<file path="config.mk">
export PLATFORM = sky130hd
export DESIGN_NAME = lai_irq_unit
export DESIGN_NICKNAME = d
export VERILOG_FILES = /design/src/inc/lai_pkg.sv /design/src/core/lai_irq_unit.sv
export SDC_FILE = /design/constraint.sdc
export NUM_CORES = 1
export LEC_CHECK = 0
export BUFFER_PORTS_ARGS = -buffer_cell sky130_fd_sc_hd__buf_2
export CAP_MARGIN = 40
export CORE_UTILIZATION = 50
export DETAILED_ROUTE_END_ITERATION = 10
export GPL_ROUTABILITY_DRIVEN = 1
export PLACE_DENSITY = 0.78
export SYNTH_ARGS = -nofsm -noshare
export SYNTH_HDL_FRONTEND = slang
export SYNTH_SLANG_ARGS = --single-unit
</file>
<file path="constraint.sdc">
create_clock -name ref_clk -period 2 [get_ports ref_clk]
set_clock_uncertainty 0.05 [all_clocks]
set_input_delay 0.4 -clock ref_clk [delete_from_list [all_inputs] [get_ports ref_clk]]
set_output_delay 0.4 -clock ref_clk [all_outputs]
set_load 0.05 [all_outputs]
</file>
<file path="src/inc/lai_pkg.sv">
// Purpose: Constants for the link authentication interrupt unit
// Assumes: 8-bit register port on the device's internal register bus
// Notes:   Status and enable share bit positions 7..1; bit 0 is global
package lai_pkg;
  localparam int          REG_AW        = 8;
  localparam int          REG_DW        = 8;
  localparam int          NUM_SRC       = 7;
  // Register offsets
  localparam logic [7:0]  ADDR_IRQ_EN   = 8'hC6;
  localparam logic [7:0]  ADDR_IRQ_ST   = 8'hC7;
  // Reset values
  localparam logic [7:0]  RST_IRQ_EN    = 8'h00;
  localparam logic [7:0]  RST_IRQ_ST    = 8'h00;
  // Bit positions
  localparam int          BIT_GLOBAL    = 0;
  localparam int          BIT_AUTH_OK   = 1;
  localparam int          BIT_AUTH_FAIL = 2;
  localparam int          BIT_KEYVEC    = 3;
  localparam int          BIT_KEYLIST   = 4;
  localparam int          BIT_DOWNSTRM  = 5;
  localparam int          BIT_RXDET     = 6;
  localparam int          BIT_INDIRECT  = 7;
endpackage : lai_pkg
</file>
<file path="src/core/lai_irq_unit.sv">
// Purpose: Interrupt enable and status logic of a video link serializer
// Assumes: Event inputs are one-cycle pulses from logic on ref_clk
// Notes:   Reading the status register clears the source flags
//          Flags record every event; enables gate only bit 0 and the line
//          A status write is ignored; unmapped reads return zero
//          Flag and interrupt line rise together at the same edge
//
// Summary of operation
// - Bit 7 flags indirect access done, recorded even when disabled
// - Bit 6 flags receiver detected, recorded even when disabled
// - Bit 5 flags downstream interrupt, recorded even when disabled
// - Bit 4 flags key list ready, recorded even when disabled
// - Bit 3 flags receiver key vector ready, recorded even when disabled
// - Bit 2 flags authentication failure or loss, recorded even when disabled
// - Bit 1 flags authentication success, recorded even when disabled
// - Interrupt line driven only with global enable
// - Status bit 0 set when enabled source pending
`timescale 1ns/100ps

module lai_irq_unit #(
  // Register port geometry; the register map is fixed to these values
  parameter int ADDR_W = lai_pkg::REG_AW,
  parameter int DATA_W = lai_pkg::REG_DW,
  // Event sources in the status register, one per bit above bit 0
  parameter int SRC_N  = lai_pkg::NUM_SRC
) (
  // Clock and reset
  input  wire logic                 ref_clk,
  input  wire logic                 arst_n,
  // Register port
  input  wire logic [ADDR_W-1:0]    regAddr,
  input  wire logic                 regWrEn,
  input  wire logic                 regRdEn,
  input  wire logic [DATA_W-1:0]    regWrData,
  output logic      [DATA_W-1:0]    regRdData,
  // Event pulses
  input  wire logic                 evIndirectDone,
  input  wire logic                 evReceiverDetect,
  input  wire logic                 evDownstreamIrq,
  input  wire logic                 evKeylistReady,
  input  wire logic                 evKeyvectorReady,
  input  wire logic                 evAuthFailure,
  input  wire logic                 evAuthSuccess,
  // Interrupt to controller, active high
  output logic                      irqOut
);

  ////////////////////////////////////////////////////////////////////////
  // Elaboration checks
  // Each flag owns one bit of a one-byte register, so the geometry cannot
  // be stretched without a new register map
  if (ADDR_W != 8) begin : g_chk_addr_w
    $error("lai_irq_unit needs ADDR_W of 8");
  end
  if (DATA_W != 8) begin : g_chk_data_w
    $error("lai_irq_unit needs DATA_W of 8");
  end
  if (SRC_N != 7) begin : g_chk_src_n
    $error("lai_irq_unit needs SRC_N of 7");
  end
  // The flag packing below assumes this bit order
  if (lai_pkg::BIT_GLOBAL != 0) begin : g_chk_bit0
    $error("lai_irq_unit global bit must be 0");
  end
  if (lai_pkg::BIT_AUTH_OK != 1) begin : g_chk_bit1
    $error("lai_irq_unit success bit must be 1");
  end
  if (lai_pkg::BIT_AUTH_FAIL != 2) begin : g_chk_bit2
    $error("lai_irq_unit failure bit must be 2");
  end
  if (lai_pkg::BIT_KEYVEC != 3) begin : g_chk_bit3
    $error("lai_irq_unit key vector bit must be 3");
  end
  if (lai_pkg::BIT_KEYLIST != 4) begin : g_chk_bit4
    $error("lai_irq_unit key list bit must be 4");
  end
  if (lai_pkg::BIT_DOWNSTRM != 5) begin : g_chk_bit5
    $error("lai_irq_unit downstream bit must be 5");
  end
  if (lai_pkg::BIT_RXDET != 6) begin : g_chk_bit6
    $error("lai_irq_unit receiver detect bit must be 6");
  end
  if (lai_pkg::BIT_INDIRECT != 7) begin : g_chk_bit7
    $error("lai_irq_unit indirect access bit must be 7");
  end
  // Both registers must decode apart
  if (lai_pkg::ADDR_IRQ_EN == lai_pkg::ADDR_IRQ_ST) begin : g_chk_addr
    $error("lai_irq_unit register offsets collide");
  end

  ////////////////////////////////////////////////////////////////////////
  // Helper functions
  // Register decode, shared by the write path and the clear-on-read path
  function automatic logic addrIs(input logic [ADDR_W-1:0] addr, input logic [7:0] target);
    addrIs = (addr == target);
  endfunction : addrIs

  // Sticky flag: an event in the clearing read cycle wins, so none is lost
  function automatic logic flagNext(input logic cur, input logic ev, input logic clr);
    flagNext = (cur && !clr) || ev;
  endfunction : flagNext

  ////////////////////////////////////////////////////////////////////////
  // Internal state
  logic [7:0] enable_reg;
  logic       stIndirectDone_reg;
  logic       stReceiverDetect_reg;
  logic       stDownstreamIrq_reg;
  logic       stKeylistReady_reg;
  logic       stKeyvectorReady_reg;
  logic       stAuthFailure_reg;
  logic       stAuthSuccess_reg;
  // Decode and combinational views
  logic       wrEnable;
  logic       rdStatus;
  logic       enGlobal;
  logic       enIndirectDone;
  logic       enReceiverDetect;
  logic       enDownstreamIrq;
  logic       enKeylistReady;
  logic       enKeyvectorReady;
  logic       enAuthFailure;
  logic       enAuthSuccess;
  logic [7:1] flagsNow;
  logic [7:1] flagsNext;
  logic [7:1] pendingNow;
  logic [7:1] pendingNext;
  logic       anyPending;
  logic       irqNext;
  logic [7:0] rdMux;

  ////////////////////////////////////////////////////////////////////////
  // Register decode
  assign wrEnable = regWrEn && addrIs(regAddr, lai_pkg::ADDR_IRQ_EN);
  // Writes aimed at the status address match nothing here and are dropped
  assign rdStatus = regRdEn && addrIs(regAddr, lai_pkg::ADDR_IRQ_ST);

  ////////////////////////////////////////////////////////////////////////
  // Enable register
  always_ff @(posedge ref_clk or negedge arst_n) begin
    if (!arst_n) begin
      enable_reg <= lai_pkg::RST_IRQ_EN;
    end else if (wrEnable) begin
      enable_reg <= regWrData;
    end
  end

  assign enGlobal         = enable_reg[lai_pkg::BIT_GLOBAL];
  assign enIndirectDone   = enable_reg[lai_pkg::BIT_INDIRECT];
  assign enReceiverDetect = enable_reg[lai_pkg::BIT_RXDET];
  assign enDownstreamIrq  = enable_reg[lai_pkg::BIT_DOWNSTRM];
  assign enKeylistReady   = enable_reg[lai_pkg::BIT_KEYLIST];
  assign enKeyvectorReady = enable_reg[lai_pkg::BIT_KEYVEC];
  assign enAuthFailure    = enable_reg[lai_pkg::BIT_AUTH_FAIL];
  assign enAuthSuccess    = enable_reg[lai_pkg::BIT_AUTH_OK];

  ////////////////////////////////////////////////////////////////////////
  // Next flag values; flags record events whether enabled or not, and the
  // enables gate only the summary bit and the interrupt line
  assign flagsNext[lai_pkg::BIT_INDIRECT]  = flagNext(stIndirectDone_reg,   evIndirectDone,   rdStatus);
  assign flagsNext[lai_pkg::BIT_RXDET]     = flagNext(stReceiverDetect_reg, evReceiverDetect, rdStatus);
  assign flagsNext[lai_pkg::BIT_DOWNSTRM]  = flagNext(stDownstreamIrq_reg,  evDownstreamIrq,  rdStatus);
  assign flagsNext[lai_pkg::BIT_KEYLIST]   = flagNext(stKeylistReady_reg,   evKeylistReady,   rdStatus);
  assign flagsNext[lai_pkg::BIT_KEYVEC]    = flagNext(stKeyvectorReady_reg, evKeyvectorReady, rdStatus);
  assign flagsNext[lai_pkg::BIT_AUTH_FAIL] = flagNext(stAuthFailure_reg,    evAuthFailure,    rdStatus);
  assign flagsNext[lai_pkg::BIT_AUTH_OK]   = flagNext(stAuthSuccess_reg,    evAuthSuccess,    rdStatus);

  ////////////////////////////////////////////////////////////////////////
  // Source flags, one register per source

  // Indirect register access finished
  // Held until the host reads status
  always_ff @(posedge ref_clk or negedge arst_n) begin
    if (!arst_n) begin
      stIndirectDone_reg <= lai_pkg::RST_IRQ_ST[lai_pkg::BIT_INDIRECT];
    end else begin
      stIndirectDone_reg <= flagsNext[lai_pkg::BIT_INDIRECT];
    end
  end

  // Downstream receiver detected
  // A repeat detection before the read is merged
  always_ff @(posedge ref_clk or negedge arst_n) begin
    if (!arst_n) begin
      stReceiverDetect_reg <= lai_pkg::RST_IRQ_ST[lai_pkg::BIT_RXDET];
    end else begin
      stReceiverDetect_reg <= flagsNext[lai_pkg::BIT_RXDET];
    end
  end

  // Receiver passed on a downstream request
  // Several requests before a read count as one
  always_ff @(posedge ref_clk or negedge arst_n) begin
    if (!arst_n) begin
      stDownstreamIrq_reg <= lai_pkg::RST_IRQ_ST[lai_pkg::BIT_DOWNSTRM];
    end else begin
      stDownstreamIrq_reg <= flagsNext[lai_pkg::BIT_DOWNSTRM];
    end
  end

  // Key-vector list ready for the host
  // Stays set while the host fetches the list
  always_ff @(posedge ref_clk or negedge arst_n) begin
    if (!arst_n) begin
      stKeylistReady_reg <= lai_pkg::RST_IRQ_ST[lai_pkg::BIT_KEYLIST];
    end else begin
      stKeylistReady_reg <= flagsNext[lai_pkg::BIT_KEYLIST];
    end
  end

  // Receiver key vector ready for the host
  // Stays set until the status read
  always_ff @(posedge ref_clk or negedge arst_n) begin
    if (!arst_n) begin
      stKeyvectorReady_reg <= lai_pkg::RST_IRQ_ST[lai_pkg::BIT_KEYVEC];
    end else begin
      stKeyvectorReady_reg <= flagsNext[lai_pkg::BIT_KEYVEC];
    end
  end

  // Authentication failed or was lost later
  // One flag covers both cases
  always_ff @(posedge ref_clk or negedge arst_n) begin
    if (!arst_n) begin
      stAuthFailure_reg <= lai_pkg::RST_IRQ_ST[lai_pkg::BIT_AUTH_FAIL];
    end else begin
      stAuthFailure_reg <= flagsNext[lai_pkg::BIT_AUTH_FAIL];
    end
  end

  // Authentication completed successfully
  // Independent of the failure flag
  always_ff @(posedge ref_clk or negedge arst_n) begin
    if (!arst_n) begin
      stAuthSuccess_reg <= lai_pkg::RST_IRQ_ST[lai_pkg::BIT_AUTH_OK];
    end else begin
      stAuthSuccess_reg <= flagsNext[lai_pkg::BIT_AUTH_OK];
    end
  end

  ////////////////////////////////////////////////////////////////////////
  // Summary
  assign flagsNow = {stIndirectDone_reg, stReceiverDetect_reg, stDownstreamIrq_reg, stKeylistReady_reg,
                     stKeyvectorReady_reg, stAuthFailure_reg, stAuthSuccess_reg};

  assign pendingNow[lai_pkg::BIT_INDIRECT]  = stIndirectDone_reg   && enIndirectDone;
  assign pendingNow[lai_pkg::BIT_RXDET]     = stReceiverDetect_reg && enReceiverDetect;
  assign pendingNow[lai_pkg::BIT_DOWNSTRM]  = stDownstreamIrq_reg  && enDownstreamIrq;
  assign pendingNow[lai_pkg::BIT_KEYLIST]   = stKeylistReady_reg   && enKeylistReady;
  assign pendingNow[lai_pkg::BIT_KEYVEC]    = stKeyvectorReady_reg && enKeyvectorReady;
  assign pendingNow[lai_pkg::BIT_AUTH_FAIL] = stAuthFailure_reg    && enAuthFailure;
  assign pendingNow[lai_pkg::BIT_AUTH_OK]   = stAuthSuccess_reg    && enAuthSuccess;
  // Combinational so that a status read sees an enable change at once
  assign anyPending = |pendingNow;

  ////////////////////////////////////////////////////////////////////////
  // Interrupt line
  // Built from the next flags so the line rises at the edge that sets the
  // flag; the global enable gates the line but not status bit 0
  assign pendingNext[lai_pkg::BIT_INDIRECT]  = flagsNext[lai_pkg::BIT_INDIRECT]  && enIndirectDone;
  assign pendingNext[lai_pkg::BIT_RXDET]     = flagsNext[lai_pkg::BIT_RXDET]     && enReceiverDetect;
  assign pendingNext[lai_pkg::BIT_DOWNSTRM]  = flagsNext[lai_pkg::BIT_DOWNSTRM]  && enDownstreamIrq;
  assign pendingNext[lai_pkg::BIT_KEYLIST]   = flagsNext[lai_pkg::BIT_KEYLIST]   && enKeylistReady;
  assign pendingNext[lai_pkg::BIT_KEYVEC]    = flagsNext[lai_pkg::BIT_KEYVEC]    && enKeyvectorReady;
  assign pendingNext[lai_pkg::BIT_AUTH_FAIL] = flagsNext[lai_pkg::BIT_AUTH_FAIL] && enAuthFailure;
  assign pendingNext[lai_pkg::BIT_AUTH_OK]   = flagsNext[lai_pkg::BIT_AUTH_OK]   && enAuthSuccess;

  always_comb begin
    irqNext = enGlobal && (|pendingNext);
  end

  always_ff @(posedge ref_clk or negedge arst_n) begin
    if (!arst_n) begin
      irqOut <= 1'h0;
    end else begin
      irqOut <= irqNext;
    end
  end

  ////////////////////////////////////////////////////////////////////////
  // Read path; unmapped reads return zero
  always_comb begin
    rdMux = 8'h00;
    case (regAddr)
      lai_pkg::ADDR_IRQ_EN: rdMux = enable_reg;
      lai_pkg::ADDR_IRQ_ST: rdMux = {flagsNow, anyPending};
      default:              rdMux = 8'h00;
    endcase
  end

  // Read data stands until the next read strobe
  always_ff @(posedge ref_clk or negedge arst_n) begin
    if (!arst_n) begin
      regRdData <= 8'h00;
    end else if (regRdEn) begin
      regRdData <= rdMux;
    end
  end

endmodule : lai_irq_unit

</file>
---- Word-level counts from Yosys, hierarchy flattened ----
Index checks and enable logic that the tools add are counted.
storage, ports and cells
  input bits .............................. 27
  word-level logic and storage cells ...... 47
  flip-flop bits (word level) ............. 24
  output and inout bits ................... 9
operators by class
  equality and inequality tests ........... 2
  reductions and logical operators ........ 34
  muxes and demuxes ....................... 1
operators with widths
  kind                  count
  $logic_and A1 B1 Y1   24
  $eq A8 B8 Y1 const B  2
  $pmux W8 S2           1
  $reduce_or A7 Y1      2
  $logic_or A1 B1 Y1    7
  $logic_not A1 Y1      1

---- Depth between registers and ports, before layout ----
  depth in word-level cells ............... 8
  mapped depth ............................ 7
  mapped depth without buffers ............ 4

---- Worst setup path before layout ----
Ideal clock, no wire load.
  kind .................................... input to register
  start ................................... input regAddr[3]
  end ..................................... register enable_reg[0]
  path slack .............................. 0.190 ns
  data required time ...................... 1.825 ns
  buffers on the path ..................... 3
  stages on the path ...................... 7
  data arrival time ....................... 1.635 ns
  library setup time ...................... 0.125 ns
  cells stage by stage .................... and4b_4 -> buf_6 -> and3b_1 -> buf_6 -> and2_4 -> buf_8 -> mux2_4
on the way
  cells in the longest elaborated chain, start to end .. 2
ends and longest elaborated chain
  item                    RTL line             text
  start: declaration      lai_irq_unit.sv:31   input wire logic [ADDR_W-1:0] regAddr,
  $eq A8 B8 Y1            lai_irq_unit.sv:95   addrIs = (addr == target);
  $logic_and A1 B1 Y1     lai_irq_unit.sv:134  assign wrEnable = regWrEn && addrIs(regAddr, lai_pkg::ADDR_IRQ_EN);
  end signal: assignment  lai_irq_unit.sv:142  enable_reg <= lai_pkg::RST_IRQ_EN;
  end signal: assignment  lai_irq_unit.sv:144  enable_reg <= regWrData;
  end: declaration        lai_irq_unit.sv:105  logic [7:0] enable_reg;
No other way between the ends.
A chain may end at the register's enable or synchronous reset.

---- Final worst setup path ----
  start ................................... input regAddr[5]
  end ..................................... register irqOut
on the way
  cells in the longest elaborated chain, start to end .. 8
  elaborated cells on any way between the ends .. 26
  those cells by class .................... 1 x eq/ne; 25 x reduce/logical
ends and longest elaborated chain
  item                                         RTL line             text
  $eq A8 B8 Y1 *                               lai_irq_unit.sv:95
  $logic_and A1 B1 Y1 *                        lai_irq_unit.sv:136  assign rdStatus = regRdEn && addrIs(regAddr, lai_pkg::ADDR_IRQ_ST);
  $logic_not A1 Y1 *                           lai_irq_unit.sv:100  flagNext = (cur && !clr) || ev;
  $logic_and A1 B1 Y1                          lai_irq_unit.sv:100
  $logic_or A1 B1 Y1                           lai_irq_unit.sv:100
  $logic_and A1 B1 Y1 (tied with other cells)  lai_irq_unit.sv:266  assign pendingNext[lai_pkg::BIT_AUTH_OK] = flagsNext[lai_pkg::BIT_AUTH_OK] && enAuthSuccess;
  $reduce_or A7 Y1 *                           lai_irq_unit.sv:269  irqNext = enGlobal && (|pendingNext);
  $logic_and A1 B1 Y1 *                        lai_irq_unit.sv:269
  named net irqNext                            lai_irq_unit.sv:129  logic irqNext;
  end signal: assignment                       lai_irq_unit.sv:276  irqOut <= irqNext;
  end: declaration                             lai_irq_unit.sv:45   output logic irqOut
The timed path passes the listed nets; every way through them passes the cells marked *.

==> metrics.cfg <==
[outcome]
run_status = complete, no violations

[clock_tree]
clk_path_buf_depth = 2
ctsResizeCount = 0
root_buffer = clkbuf_4
clk_latency_ns = 0.32
postCtsSetupBuffers = 0
cts_hold_buf = 1
cts_tree = done
cts_buffers = 3
clkTransAtPathRegs_ns = 0.13
cts_htree_levels = 1
cts.sinks = 24

[timing]
worstMarginPinSlew_ns = 0.5207
setup_tns_ns = 0
maxSlewViolCount = 0
rsz0062_at_grt = false
relSlewSlack_pct = 65.29
final_hold_viol_count = 0
setup_viol = 0
timing.fmax_mhz = 648.2
min_period_over_period_pct = 77.14
fin_crit_ns = 1.543

[logic_synthesis]
yosysTopAreaCell = dfrtp_1
synth_area_sq_mm = 0.001191
ys_ff_latch = 24
synth_edf_count = 0
synthFlopType = dfrtp_1
synth.distinct_cells = 29
yosysSeqAreaShare_pct = 50.42
synthArstFlopShare_pct = 100.0
synth_warnings = 0
synth.area.top_cells = dfrtp_1 50%, mux2_4 10%, a32oi_1 5.1%
avgSynthCellArea_sq_um = 11.56
synth_nets = 130
syn_inst = 103
synthTopCellsByCount = 24 x dfrtp_1, 12 x o21ai_0, 11 x inv_1
yosysMostFrequentCell = dfrtp_1
synth_top_area_share_pct = 50.42

[power_and_ir_drop]
peakVddDrop_mv = 0.3853
p_per_area_mw_per_mm2 = 597.8
p_leak_nw = 0.6824
power_w = 0.0008579

[floorplan]
fp.dieH_um = 50.81
die_w_um = 50.81
coreArea_sq_mm = 0.002233
num_io_pins = 36
die-area_sq_mm = 0.002582
rows = 17
initial_core_util_pct = 53.33

[global_route]
grt_overflow = 0
track_usage_pct = 23.71
grt_max_degree = 25
grt_pass1_vias = 989
antenna_found_initial = 0
grt_pass1_wl_um = 4409

[final_layout]
finalNetCount = 170
synthToLayoutAreaGrowth_pct = 20.48
n_antenna_cell = 0
drive_gt1_share_pct = 38.73
fill_cells = 205
stdcell_count = 170
seq_area_sq_um = 600.6
multi_input_area_sq_um = 499.2

[hold_path]
hold_path.startpoint = evReceiverDetect
hp-class = input pin to flop

[drt]
drtAntennaViolNets = 0
drt_iter0_drc = 25
drt-wirelength-per-cell_um = 15.98
viasPerCell = 5.900
num_vias = 1003
wl_um = 2717
drc = 0
firstDrtPassIters = 4

[placed_design]
dp_hpwl_um = 2015
placement.io_buffers = 35
gp_routability_congestion = 0.7688
dp_cells = 165

[setup_path]
worst_ep_arrival_time_ns = 1.69
startpoint = regAddr[5]
start_kind = input pin
crit_path_end_kind = flop
cp.required_ns = 2.15
r2r-start = enable_reg[5]
critPathKind = input pin to flop
crit_fanout = 8

[job]
cap_violations = 0

## cell usage in the layout, fill, tap and decap left out, types with 2 or more instances in the layout
master / n
a32oi_1: 7
nand2_1: 7
o21a_1: 3
o21ai_0: 12
buf_4: 5
dfrtp_1: 24
inv_1: 11
a41oi_1: 4
a31oi_1: 2
a21o_1: 4
mux2_4: 8
clkbuf_4: 3
buf_2: 35
## metrics by stage
stage	instance area (sq um)	hold slack [ns]	setup slack, ns	utilization, %
CTS	1435	0.2255	0.4720	64.26
global route	1435	0.2273	0.3056	64.26
global placement	1389	0.3534	0.1972	62.18
detailed placement	1389	0.3577	0.1397	62.18
finish	1435	0.2307	0.4571	64.26
floorplan	1191	0.05441	0.1898	-
## critical path, cell delays in order
cell       delay, ns
buf_2           0.11
nor3b_4         0.33
a41oi_1         0.17
a2111oi_0       0.38
buf_4           0.18
a41oi_1         0.11
## logic make-up after synthesis
group,Yosys count,share of synthesized area [%]
simple gates,16,9.140
compound gates,38,22.69
buf+inv,17,7.667
mux,8,10.08
flops,24,50.42
## metal layers
| metal | track usage [%] | part of all wire (%) | vias up |
|---|---|---|---|
| met5 | 0 | 0 | - |
| met4 | 12.50 | 2.3 | 0 |
| met3 | 3.274 | 3.8 | 9 |
| met2 | 40.89 | 53 | 38 |
| met1 | 28.71 | 41 | 497 |
| li1 | - | - | 459 |
## worst paths after layout
check,end,slack [ns],depth (start not counted)
max,irqOut,0.46,6
max in group asynchronous,enable_reg[4],1.03,2
min in group asynchronous,stAuthFailure_reg,0.52,2
max reg2reg,regRdData[0],0.46,4
min reg2reg,regRdData[2],0.48,2
min,stReceiverDetect_reg,0.23,3
## where the power goes
group,total [W],switching (W),internal (W)
Clock,0.000255,0.000143,0.000111
Sequential,0.000504,0.0000102,0.000494
Combinational,0.0000986,0.0000471,0.0000515
Total,0.000858,0.000201,0.000657
## area by class of cell
cell class              instances  area share [%]
clock buffers                   4           2.528
inverters                      11           2.877
multi-input cells              62           34.79
flip-flops and latches         24           41.85
well taps                      28           2.441
repair buffers                 41           15.52
No activity file was read; power rests on OpenSTA's default activity.
